===== src/include/pwm_time_base_pkg.sv =====
// package: register map, field layout and types of the motor pwm time base
package pwm_time_base_pkg;

  // ---------------------------------------------------------------
  // register bus geometry
  // ---------------------------------------------------------------
  localparam int ADDR_WIDTH = 3;
  localparam int DATA_WIDTH = 16;
  localparam int COUNT_WIDTH = 15;
  localparam int DUTY_WIDTH = 16;
  localparam int POST_WIDTH = 4;
  localparam int PRE_WIDTH = 6;
  localparam int NUM_PAIRS = 3;

  // ---------------------------------------------------------------
  // register indices
  // ---------------------------------------------------------------
  localparam logic [ADDR_WIDTH-1:0] REG_CONTROL = 3'h0;
  localparam logic [ADDR_WIDTH-1:0] REG_COUNT = 3'h1;
  localparam logic [ADDR_WIDTH-1:0] REG_PERIOD = 3'h2;
  localparam logic [ADDR_WIDTH-1:0] REG_DUTY_ONE = 3'h3;
  localparam logic [ADDR_WIDTH-1:0] REG_DUTY_TWO = 3'h4;
  localparam logic [ADDR_WIDTH-1:0] REG_DUTY_THREE = 3'h5;
  localparam logic [ADDR_WIDTH-1:0] REG_EVENT = 3'h6;

  // ---------------------------------------------------------------
  // field positions and reset values
  // ---------------------------------------------------------------
  localparam int EVENT_FLAG_BIT = 0;
  localparam int DIR_BIT = 15;
  localparam logic [DATA_WIDTH-1:0] CONTROL_RESET = 16'h0000;
  localparam logic [COUNT_WIDTH-1:0] PERIOD_RESET = 15'h0000;
  localparam logic [DUTY_WIDTH-1:0] DUTY_RESET = 16'h0000;
  localparam logic [COUNT_WIDTH-1:0] COUNT_ZERO = 15'h0000;
  localparam logic [COUNT_WIDTH-1:0] COUNT_ONE = 15'h0001;
  localparam logic [POST_WIDTH-1:0] POST_ZERO = 4'h0;
  localparam logic [PRE_WIDTH-1:0] PRE_ZERO = 6'h00;

  // prescaler terminal masks for 1:1, 1:4, 1:16, 1:64
  localparam logic [PRE_WIDTH-1:0] PRE_MASK_1 = 6'h00;
  localparam logic [PRE_WIDTH-1:0] PRE_MASK_4 = 6'h03;
  localparam logic [PRE_WIDTH-1:0] PRE_MASK_16 = 6'h0f;
  localparam logic [PRE_WIDTH-1:0] PRE_MASK_64 = 6'h3f;

  // ---------------------------------------------------------------
  // types
  // ---------------------------------------------------------------
  typedef enum logic [1:0] {
    MODE_FREE_RUN   = 2'h0,
    MODE_SINGLE     = 2'h1,
    MODE_UP_DOWN    = 2'h2,
    MODE_DOUBLE_UPD = 2'h3
  } count_mode_type;

  typedef enum logic [1:0] {
    DIV_1  = 2'h0,
    DIV_4  = 2'h1,
    DIV_16 = 2'h2,
    DIV_64 = 2'h3
  } input_divider_type;

  // control register, bit 15 down to bit 0
  typedef struct packed {
    logic              time_base_run;
    logic [6:0]        unused;
    logic [3:0]        match_divider_select;
    input_divider_type input_divider_select;
    count_mode_type    count_mode_select;
  } time_base_control_type;

  // register bus request
  typedef struct packed {
    logic [ADDR_WIDTH-1:0] addr;
    logic [DATA_WIDTH-1:0] wdata;
    logic                  wr;
    logic                  rd;
  } reg_request_type;

endpackage


===== src/rtl/motor_pwm_time_base_compare.sv =====
// module: motor pwm time base with prescaler, postscaler and three duty compare pairs
`timescale 1ns/1ps

module motor_pwm_time_base_compare
  import pwm_time_base_pkg::*;
#(
  parameter int PAIRS = NUM_PAIRS
) (
  input  wire logic                  clk,
  input  wire logic                  srst,
  input  wire reg_request_type       bus_req,
  output logic [DATA_WIDTH-1:0]      rd_data,
  output logic [PAIRS-1:0]           pair_high_out,
  output logic [PAIRS-1:0]           pair_low_out,
  output logic                       time_base_event,
  output logic                       event_flag
);

  // ---------------------------------------------------------------
  // state
  // ---------------------------------------------------------------
  time_base_control_type    time_base_control;
  logic [COUNT_WIDTH-1:0]   time_base_count;
  logic                     count_down_flag;
  logic [COUNT_WIDTH-1:0]   period_buffer;
  logic [COUNT_WIDTH-1:0]   period_value;
  logic [DUTY_WIDTH-1:0]    duty_value [PAIRS];
  logic [PRE_WIDTH-1:0]     prescale;
  logic [POST_WIDTH-1:0]    postscale;

  // ---------------------------------------------------------------
  // register decode
  // ---------------------------------------------------------------
  wire wr_control = bus_req.wr && (bus_req.addr == REG_CONTROL);
  wire wr_count   = bus_req.wr && (bus_req.addr == REG_COUNT);
  wire wr_period  = bus_req.wr && (bus_req.addr == REG_PERIOD);
  wire wr_event   = bus_req.wr && (bus_req.addr == REG_EVENT);
  wire clr_scalers = wr_control || wr_count;

  wire            running    = time_base_control.time_base_run;
  count_mode_type mode;
  assign mode = time_base_control.count_mode_select;
  wire            up_down    = (mode == MODE_UP_DOWN) || (mode == MODE_DOUBLE_UPD);

  // ---------------------------------------------------------------
  // prescaler
  // ---------------------------------------------------------------
  logic [PRE_WIDTH-1:0] pre_mask;
  assign pre_mask = (time_base_control.input_divider_select == DIV_1)  ? PRE_MASK_1 :
                    (time_base_control.input_divider_select == DIV_4)  ? PRE_MASK_4 :
                    (time_base_control.input_divider_select == DIV_16) ? PRE_MASK_16 :
                                                                        PRE_MASK_64;
  wire pre_done = ((prescale & pre_mask) == pre_mask);
  // second half of the prescale interval, used for half-count duty edges
  wire pre_half = |(prescale & (pre_mask ^ (pre_mask >> 1)));

  wire period_zero = (period_value == COUNT_ZERO);
  wire tick = running && pre_done && !period_zero;
  wire at_match = (time_base_count == period_value);
  wire at_zero = (time_base_count == COUNT_ZERO);

  // ---------------------------------------------------------------
  // counter next state
  // ---------------------------------------------------------------
  logic [COUNT_WIDTH-1:0] next_count;
  logic                   next_dir;
  logic                   raw_event;     // event subject to the postscaler
  logic                   direct_event;  // event that bypasses the postscaler
  logic                   load_period;
  logic                   single_stop;

  always_comb begin
    next_count   = time_base_count;
    next_dir     = count_down_flag;
    raw_event    = 1'b0;
    direct_event = 1'b0;
    load_period  = !running;
    single_stop  = 1'b0;
    if (tick) begin
      unique case (mode)
        MODE_FREE_RUN, MODE_SINGLE: begin
          next_dir = 1'b0;
          if (at_match) begin
            next_count  = COUNT_ZERO;
            load_period = 1'b1;
            if (mode == MODE_SINGLE) begin
              direct_event = 1'b1;
              single_stop  = 1'b1;
            end else begin
              raw_event = 1'b1;
            end
          end else begin
            next_count = time_base_count + COUNT_ONE;
          end
        end
        MODE_UP_DOWN, MODE_DOUBLE_UPD: begin
          if (!count_down_flag) begin
            if (at_match) begin
              next_dir   = 1'b1;
              next_count = time_base_count - COUNT_ONE;
              direct_event = (mode == MODE_DOUBLE_UPD);
            end else begin
              next_count = time_base_count + COUNT_ONE;
            end
          end else if (at_zero) begin
            next_dir    = 1'b0;
            next_count  = COUNT_ONE;
            raw_event    = (mode == MODE_UP_DOWN);
            direct_event = (mode == MODE_DOUBLE_UPD);
          end else begin
            next_count = time_base_count - COUNT_ONE;
          end
          if (at_zero) begin
            load_period = 1'b1;
          end
        end
      endcase
    end
  end

  // ---------------------------------------------------------------
  // postscaler
  // ---------------------------------------------------------------
  wire post_done = (postscale == time_base_control.match_divider_select);
  logic [POST_WIDTH-1:0] next_postscale;
  assign next_postscale = clr_scalers ? POST_ZERO :
                          !raw_event  ? postscale :
                          post_done   ? POST_ZERO :
                                        postscale + 4'h1;
  wire event_pulse = direct_event || (raw_event && post_done);

  // ---------------------------------------------------------------
  // control register
  // ---------------------------------------------------------------
  always_ff @(posedge clk) begin
    if (srst) begin
      time_base_control <= CONTROL_RESET;
    end else if (wr_control) begin
      time_base_control <= time_base_control_type'(bus_req.wdata);
    end else if (single_stop) begin
      time_base_control.time_base_run <= 1'b0;
    end
  end

  // ---------------------------------------------------------------
  // prescaler and postscaler counters
  // ---------------------------------------------------------------
  always_ff @(posedge clk) begin
    if (srst || clr_scalers) begin
      prescale <= PRE_ZERO;
    end else if (running) begin
      prescale <= pre_done ? PRE_ZERO : prescale + 6'h01;
    end
  end

  always_ff @(posedge clk) begin
    if (srst) begin
      postscale <= POST_ZERO;
    end else begin
      postscale <= next_postscale;
    end
  end

  // ---------------------------------------------------------------
  // time base counter and direction
  // ---------------------------------------------------------------
  always_ff @(posedge clk) begin
    if (srst) begin
      time_base_count <= COUNT_ZERO;
      count_down_flag <= 1'b0;
    end else if (wr_count) begin
      time_base_count <= bus_req.wdata[COUNT_WIDTH-1:0];
    end else begin
      time_base_count <= next_count;
      count_down_flag <= next_dir;
    end
  end

  // ---------------------------------------------------------------
  // period buffer and active period
  // ---------------------------------------------------------------
  always_ff @(posedge clk) begin
    if (srst) begin
      period_buffer <= PERIOD_RESET;
    end else if (wr_period) begin
      period_buffer <= bus_req.wdata[COUNT_WIDTH-1:0];
    end
  end

  always_ff @(posedge clk) begin
    if (srst) begin
      period_value <= PERIOD_RESET;
    end else if (load_period) begin
      period_value <= period_buffer;
    end
  end

  // ---------------------------------------------------------------
  // duty registers
  // ---------------------------------------------------------------
  genvar g;
  generate
    for (g = 0; g < PAIRS; g++) begin : gen_duty
      wire wr_duty = bus_req.wr && (bus_req.addr == REG_DUTY_ONE + ADDR_WIDTH'(g));
      always_ff @(posedge clk) begin
        if (srst) begin
          duty_value[g] <= DUTY_RESET;
        end else if (wr_duty) begin
          duty_value[g] <= bus_req.wdata;
        end
      end
    end
  endgenerate

  // ---------------------------------------------------------------
  // duty compare outputs
  // ---------------------------------------------------------------
  // position in half counts: edge-aligned active from zero until duty,
  // center-aligned active from the duty match counting down to the duty match counting up
  logic [DUTY_WIDTH-1:0] half_position;
  assign half_position = {time_base_count, pre_half};
  wire [DUTY_WIDTH-1:0] period_wide = {1'b0, period_value};

  logic [PAIRS-1:0] next_high;
  generate
    for (g = 0; g < PAIRS; g++) begin : gen_cmp
      wire duty_zero = (duty_value[g] == DUTY_RESET);
      wire full_edge = (duty_value[g] > period_wide);
      wire full_center = (duty_value[g] == period_wide);
      wire below_duty = (half_position < duty_value[g]);
      // counting down, the output already turns on at the duty match itself
      wire at_duty = up_down && count_down_flag && (half_position == duty_value[g]);
      wire in_window = below_duty || at_duty;
      assign next_high[g] = duty_zero ? 1'b0 :
                            (up_down ? full_center : full_edge) ? 1'b1 :
                            in_window;
    end
  endgenerate

  always_ff @(posedge clk) begin
    if (srst) begin
      pair_high_out <= '0;
      pair_low_out  <= '0;
    end else begin
      pair_high_out <= next_high;
      pair_low_out  <= ~next_high;
    end
  end

  // ---------------------------------------------------------------
  // event pulse and sticky flag
  // ---------------------------------------------------------------
  always_ff @(posedge clk) begin
    if (srst) begin
      time_base_event <= 1'b0;
      event_flag      <= 1'b0;
    end else begin
      time_base_event <= event_pulse;
      // a new event wins over a clear in the same cycle
      event_flag <= event_pulse ||
                    (event_flag && !(wr_event && bus_req.wdata[EVENT_FLAG_BIT]));
    end
  end

  // ---------------------------------------------------------------
  // read data
  // ---------------------------------------------------------------
  logic [DATA_WIDTH-1:0] read_mux;
  logic [DATA_WIDTH-1:0] duty_read;
  assign duty_read = (bus_req.addr == REG_DUTY_ONE)   ? duty_value[0] :
                     (bus_req.addr == REG_DUTY_TWO)   ? duty_value[1] :
                     (bus_req.addr == REG_DUTY_THREE) ? duty_value[2] : DUTY_RESET;
  assign read_mux =
    (bus_req.addr == REG_CONTROL) ? DATA_WIDTH'(time_base_control) :
    (bus_req.addr == REG_COUNT)   ? {count_down_flag, time_base_count} :
    (bus_req.addr == REG_PERIOD)  ? {1'b0, period_buffer} :
    (bus_req.addr == REG_EVENT)   ? {{(DATA_WIDTH-1){1'b0}}, event_flag} :
                                    duty_read;

  always_ff @(posedge clk) begin
    if (srst) begin
      rd_data <= '0;
    end else begin
      rd_data <= bus_req.rd ? read_mux : '0;
    end
  end

endmodule


===== config.mk =====
export PLATFORM = sky130hd
export DESIGN_NAME = motor_pwm_time_base_compare
export DESIGN_NICKNAME = d
export VERILOG_FILES = /design/src/include/pwm_time_base_pkg.sv /design/src/rtl/motor_pwm_time_base_compare.sv
export SDC_FILE = /design/constraint.sdc
export NUM_CORES = 1
export LEC_CHECK = 0
export BUFFER_PORTS_ARGS = -buffer_cell sky130_fd_sc_hd__buf_2
export CORE_UTILIZATION = 55
export CTS_CLUSTER_SIZE = 30
export DETAILED_ROUTE_END_ITERATION = 8
export PLACE_DENSITY = 0.81
export SLEW_MARGIN = 20
export SYNTH_ARGS = -nofsm -noshare
export SYNTH_HDL_FRONTEND = slang
export SYNTH_SLANG_ARGS = --single-unit

===== constraint.sdc =====
create_clock -name clk -period 3.9 [get_ports clk]
set_input_delay 0.78 -clock clk [delete_from_list [all_inputs] [get_ports clk]]
set_output_delay 0.78 -clock clk [all_outputs]
set_load 0.02 [all_outputs]

## After elaboration in Yosys (flattened, before gate mapping)

Memories as Yosys holds them, arrays and structs flattened.
Index checks and enable logic that the tools add are counted.

| cells by class | value |
|---|---|
| add/sub/neg operators | 4 |
| multiply operators | 0 |
| div/mod/pow operators | 0 |
| $lt $le $gt $ge | 6 |
| eq/ne operators | 20 |
| shift-type cells | 0 |
| multiplexer cells | 67 |
| bitwise operators | 9 |
| reduce and logical (&&, ||, !) cells | 43 |

Operators with widths:

| cell | number |
|---|---|
| $mux W16 | 10 |
| $mux W15 | 6 |
| $eq A16 B15 Y1 | 3 |
| $eq A16 B16 Y1 | 3 |
| $gt A16 B15 Y1 | 3 |
| $logic_not A16 Y1 | 3 |
| $lt A16 B16 Y1 | 3 |
| $mux W1 | 41 |
| $logic_not A15 Y1 | 2 |
| $pmux W15 S2 | 1 |
| $mux W6 | 4 |
| $logic_and A1 B1 Y1 | 16 |
| $add A15 B1 Y15 const B | 1 |
| $eq A15 B15 Y1 | 1 |
| $sub A15 B1 Y15 const B | 1 |
| $and A6 B6 Y6 | 2 |
| $eq A3 B3 Y1 const B | 3 |
| $logic_or A1 B1 Y1 | 8 |
| $pmux W1 S2 | 4 |
| $reduce_or A2 Y1 | 4 |
| $add A6 B1 Y6 const B | 1 |
| $eq A2 B2 Y1 const B | 3 |
| $eq A3 B2 Y1 const B | 2 |
| $eq A6 B6 Y1 | 1 |
| other kinds (15) | 23 |

| storage, ports and cells | value |
|---|---|
| register bits after elaboration | 96 |
| bits in latches | 0 |
| memory bits (writable) | 48 |
| bits in read-only memories | 0 |
| output and inout bits | 24 |
| memories | 1 |

Memories:

| memory | words | bits a word | read ports | clocked after memory_dff | write ports | line | text |
|---|---|---|---|---|---|---|---|
| duty_value | 3 | 16 | 3 | 0 | 3 | motor_pwm_time_base_compare.sv:27 | `logic [DUTY_WIDTH-1:0] duty_value [PAIRS];` |

## Logic depth before layout (Yosys ltp)

| depth | value |
|---|---|
| depth after elaboration | 13 |
| mapped depth | 11 |
| gate-level depth less buffers | 11 |

## Worst setup path after synthesis

OpenSTA, ideal clock, no wires.

| timing | value |
|---|---|
| kind | in2reg |
| from | in bus_req[18] in the netlist's numbering |
| to | mem duty_value[1][0], enable pin |
| library setup time | 0.414 ns |
| arrival time | 2.623 ns |
| path slack | 0.863 ns |
| cell stages on the path | 3 |
| buffers on the path | 2 |
| path through | clkbuf_1 > clkbuf_1 > o31ai_1 |

RTL lines:

| item | line | text |
|---|---|---|
| start, declared | motor_pwm_time_base_compare.sv:11 | `input wire reg_request_type bus_req,` |
| end, declared | motor_pwm_time_base_compare.sv:27 |  |

## Worst setup path after layout

| timing | value |
|---|---|
| from | reg time_base_count[0] |
| to | reg period_value[3] |

| between the ends | value |
|---|---|
| longest elaborated chain between the ends | 4 |
| elaborated cells on any way between the ends | 6 |
| those cells by class | eq/ne: 1; mux: 4; reduce/logical: 1 |

RTL lines:

| item | line | text |
|---|---|---|
| start, declared | motor_pwm_time_base_compare.sv:23 | `logic [COUNT_WIDTH-1:0] time_base_count;` |
| start signal, assigned | motor_pwm_time_base_compare.sv:172 | `time_base_count <= bus_req.wdata[COUNT_WIDTH-1:0];` |
| start signal, assigned | motor_pwm_time_base_compare.sv:174 | `time_base_count <= next_count;` |
| $eq A15 B15 Y1 or $logic_not A15 Y1 (tied branches) | motor_pwm_time_base_compare.sv:59, motor_pwm_time_base_compare.sv:60 |  |
| $mux W1 (on tied branches) | motor_pwm_time_base_compare.sv:83, motor_pwm_time_base_compare.sv:113 |  |
| $pmux W1 S2 (*) | motor_pwm_time_base_compare.sv:80 | `unique case (mode)` |
| $mux W1 (*) | motor_pwm_time_base_compare.sv:79 | `if (tick) begin` |
| end signal, assigned | motor_pwm_time_base_compare.sv:194 | `period_value <= period_buffer;` |
| end, declared | motor_pwm_time_base_compare.sv:26 | `logic [COUNT_WIDTH-1:0] period_value;` |

Mark *: on every way between the ends. The rest lies on a longest branch, timed or not.
A chain may end at the register's enable or synchronous reset.

==> impl_metrics.ini <==
[final_layout]
area_growth_pct = 11.10
multiInputGateArea_sq_um = 5453
fill_cells = 1375
fin_util_pct = 62.60
seq_area_sq_um = 3363
diodes = 0
finalNetCount = 1224
drive_above_1_share_pct = 10.66

[drt]
routed_wl_mm = 27.71
routed-via-count = 8518
drc_errors = 0
vias_per_cell = 6.376
wl_per_cell_microns = 20.74
firstDrtPassIters = 6
first_iter_violations = 1031
ant_nets = 0

[setup_path]
cp_num_cells = 9
rr_worst_depth = 9
start_kind = flop
cpPeakStageDelay_ps = 530
required_ps = 4200
critPathSlowestCell = o21ai_4
path_buf_inv = 1
worst_ep_arrival_time_ps = 3550
crit_fanout = 15
crit_path_cell_trace = inv_1, ha_1, nor3b_1, nand2_1, or4_4, mux2_4, o21ai_4, mux2i_1, nor2_1
cpLargestDelayFamily = simple AND/OR/NAND/NOR gates
critPathCaptureType = flop
worstSetupPathType = flop to flop

[sta]
worstMarginPinSlew_ps = 838.8
setup_violations = 0
drv_slew = 0
finClkSkew_ps = 6.759
max-slew-margin-rel_pct = 44.08
fmax_mhz = 307.5
period_minus_slack_ps = 3252
hold_ws_ps = 455.1
setup_tns_ps = 0
layout_setup_ws_ps = 647.7
rsz0062_at_grt = no
fin_crit_sh_pct = 83.39
hold_viol_final = 0

[worst_hold_path]
holdPathStages = 2
hold_class = flop to flop

[clocking]
cts_resized = 0
postCtsSetupBuffers = 0
clock_latency_ps = 430
clk_path_buf_depth = 2
clkTransAtPathRegs_ps = 60
cts_buffers = 17
ctsRootBufferMaster = clkbuf_16
cts_tree = done
ctsHtreeMaxLevel = 4
clock_sinks = 144
ctsHoldBuffers = 0

[synth]
syn_nets = 1197
synth_seq_cells = 144
synth_flop_cell = dfxtp_1
ys_types = 65
synth_warnings = 0
yosysSeqAreaShare_pct = 35.87
syn_area_sq_um = 9376
synth_cells = 1077
synth-async-reset-ratio_pct = 0
syn_avg_cell_area_sq_um = 8.706
synth_edf_count = 48

[grt]
antenna_found_initial = 0
grt_pass1_wl_mm = 43.35
grt_pass1_vias = 8083
grt-ovfl-total = 0
grt_util_all_layers_pct = 32.18
grt_max_degree = 49

[die]
fp.dieW_microns = 132.6
io_pins = 47
rows = 47
die_y_microns = 132.6
initial_core_util_pct = 56.34
die_area_sq_um = 17570
core-area_sq_um = 16640

[place]
hpwlAfterDp_mm = 20.42
dp_slack_ps = 727.6
port_buffers = 46
gp_congestion = 0.9787

[status]
status = finished, final reports clean

[run]
maxCapViolCount = 0

[power]
power.density_nw_per_um2 = 377.6
p_total_mw = 3.934
max-vdd-ir-drop_uv = 293.1
power.static_leakage_nw = 4.583
==> layout make-up <==
type / count / area share, %
Inverter: 84 / 3.027
Timing Repair Buffer: 70 / 3.939
Clock inverter: 7 / 0.9368
Sequential cell: 144 / 32.28
Multi-Input combinational cell: 787 / 52.34
Clock buffer: 24 / 4.828
Tap cell: 220 / 2.642
==> registers in the layout, summed over array words and instances, names as in the netlist, 4 cells and up <==
name and flops:
postscale 4, period_buffer 15, prescale 6, time_base_count 15, duty_value 48, rd_data 16, period_value 15, time_base_control 13
==> power by group <==
| part | total (mW) | switching (mW) | internal [mW] |
|---|---|---|---|
| Clock | 1.67 | 0.634 | 1.03 |
| Combinational | 0.573 | 0.348 | 0.226 |
| Sequential | 1.70 | 0.0855 | 1.61 |
| Total | 3.93 | 1.07 | 2.87 |
==> tightest hold or removal path, cell delays in order (launching register included) <==
cell and delay, ps:
dfxtp_1 310, nand2_1 50, a21oi_1 50
==> routing by layer <==
| metal | share of wire [%] | global-route usage [%] | up-vias |
|---|---|---|---|
| li1 | - | - | 3906 |
| met1 | 41 | 41.50 | 4017 |
| met2 | 46 | 52.46 | 498 |
| met3 | 8.9 | 5.287 | 97 |
| met4 | 3.9 | 15.58 | 0 |
| met5 | 0 | 0 | - |
==> cell usage after synthesis, types with 6 or more instances <==
cell type | count | area, sq um
inv_1 | 83 | 311.6
nor4_1 | 25 | 156.4
mux2i_1 | 38 | 380.4
dfxtp_1 | 96 | 1922
nand2b_1 | 6 | 37.54
nor2_1 | 68 | 255.2
o221ai_1 | 15 | 131.4
clkbuf_1 | 55 | 206.5
xor2_1 | 22 | 192.7
or2_2 | 8 | 50.05
and2_1 | 53 | 331.6
o21ai_0 | 22 | 110.1
a21o_1 | 29 | 217.7
or3_1 | 6 | 37.54
nor2b_1 | 10 | 62.56
nand4_1 | 29 | 181.4
a21oi_1 | 96 | 480.5
o21a_1 | 6 | 45.04
nand3_1 | 14 | 70.07
xnor2_1 | 16 | 140.1
o31ai_1 | 9 | 67.56
nand2_1 | 110 | 412.9
ha_1 | 97 | 1214
o211a_1 | 14 | 140.1
edfxtp_1 | 48 | 1441
o22ai_1 | 6 | 37.54
nor3_1 | 17 | 85.08
o32ai_1 | 10 | 87.58
==> cells in the final DEF, fill, tap and decap left out, drive strengths merged, types with 4 or more instances in the layout <==
master,synthesis,final
a31oi,5,5
o31ai,9,9
o22a,4,4
nand2,110,110
nor2b,10,10
o22ai,6,6
o211a,14,14
or3,7,7
mux2i,38,38
clkbuf,55,24
o21a,6,6
buf,7,70
nor2,68,68
and2,54,54
o221ai,15,15
ha,97,97
a2111oi,5,5
clkinv,1,4
o32ai,10,10
or2,9,9
inv,83,85
nand3,14,14
edfxtp,48,48
nor4,25,25
a21oi,96,96
xnor2,16,16
dfxtp,96,96
nor3,18,18
o21ai,25,25
nand4,29,29
xor2,22,22
or4,4,4
a21o,29,29
a211oi,5,5
nand2b,6,6
==> stage by stage <==
step | instance area [sq um] | std cells
final | 10420 | 1336
after global routing | 10420 | 1336
after CTS | 10420 | 1336
after detailed placement | 9817 | 1305
after global placement | 9814 | 1305
after floorplan | 9376 | 1077
==> worst paths after layout <==
check	from	to	slack, ps
setup / recovery	time_base_count[0]	period_value[3]	650
setup reg to reg	time_base_count[0]	period_value[3]	650
hold / removal	time_base_control[9]	time_base_control[9]	460
hold reg to reg	time_base_control[9]	time_base_control[9]	460
==> kinds of logic (layout without fill, tap and decap cells) <==
kind of cell / count (synthesis) / count (layout) / synth area share, %
xor gates and xnor gates: 38 / 38 / 3.549
adders and majority gates: 97 / 97 / 12.94
DFF: 144 / 144 / 35.87
muxes: 39 / 39 / 4.217
AOI/OAI and AO/OA: 246 / 246 / 17.45
and+or+nand+nor: 367 / 367 / 19.84
buffers and inverters: 146 / 185 / 6.125
Note: power is estimated with default switching activity, not from simulation.
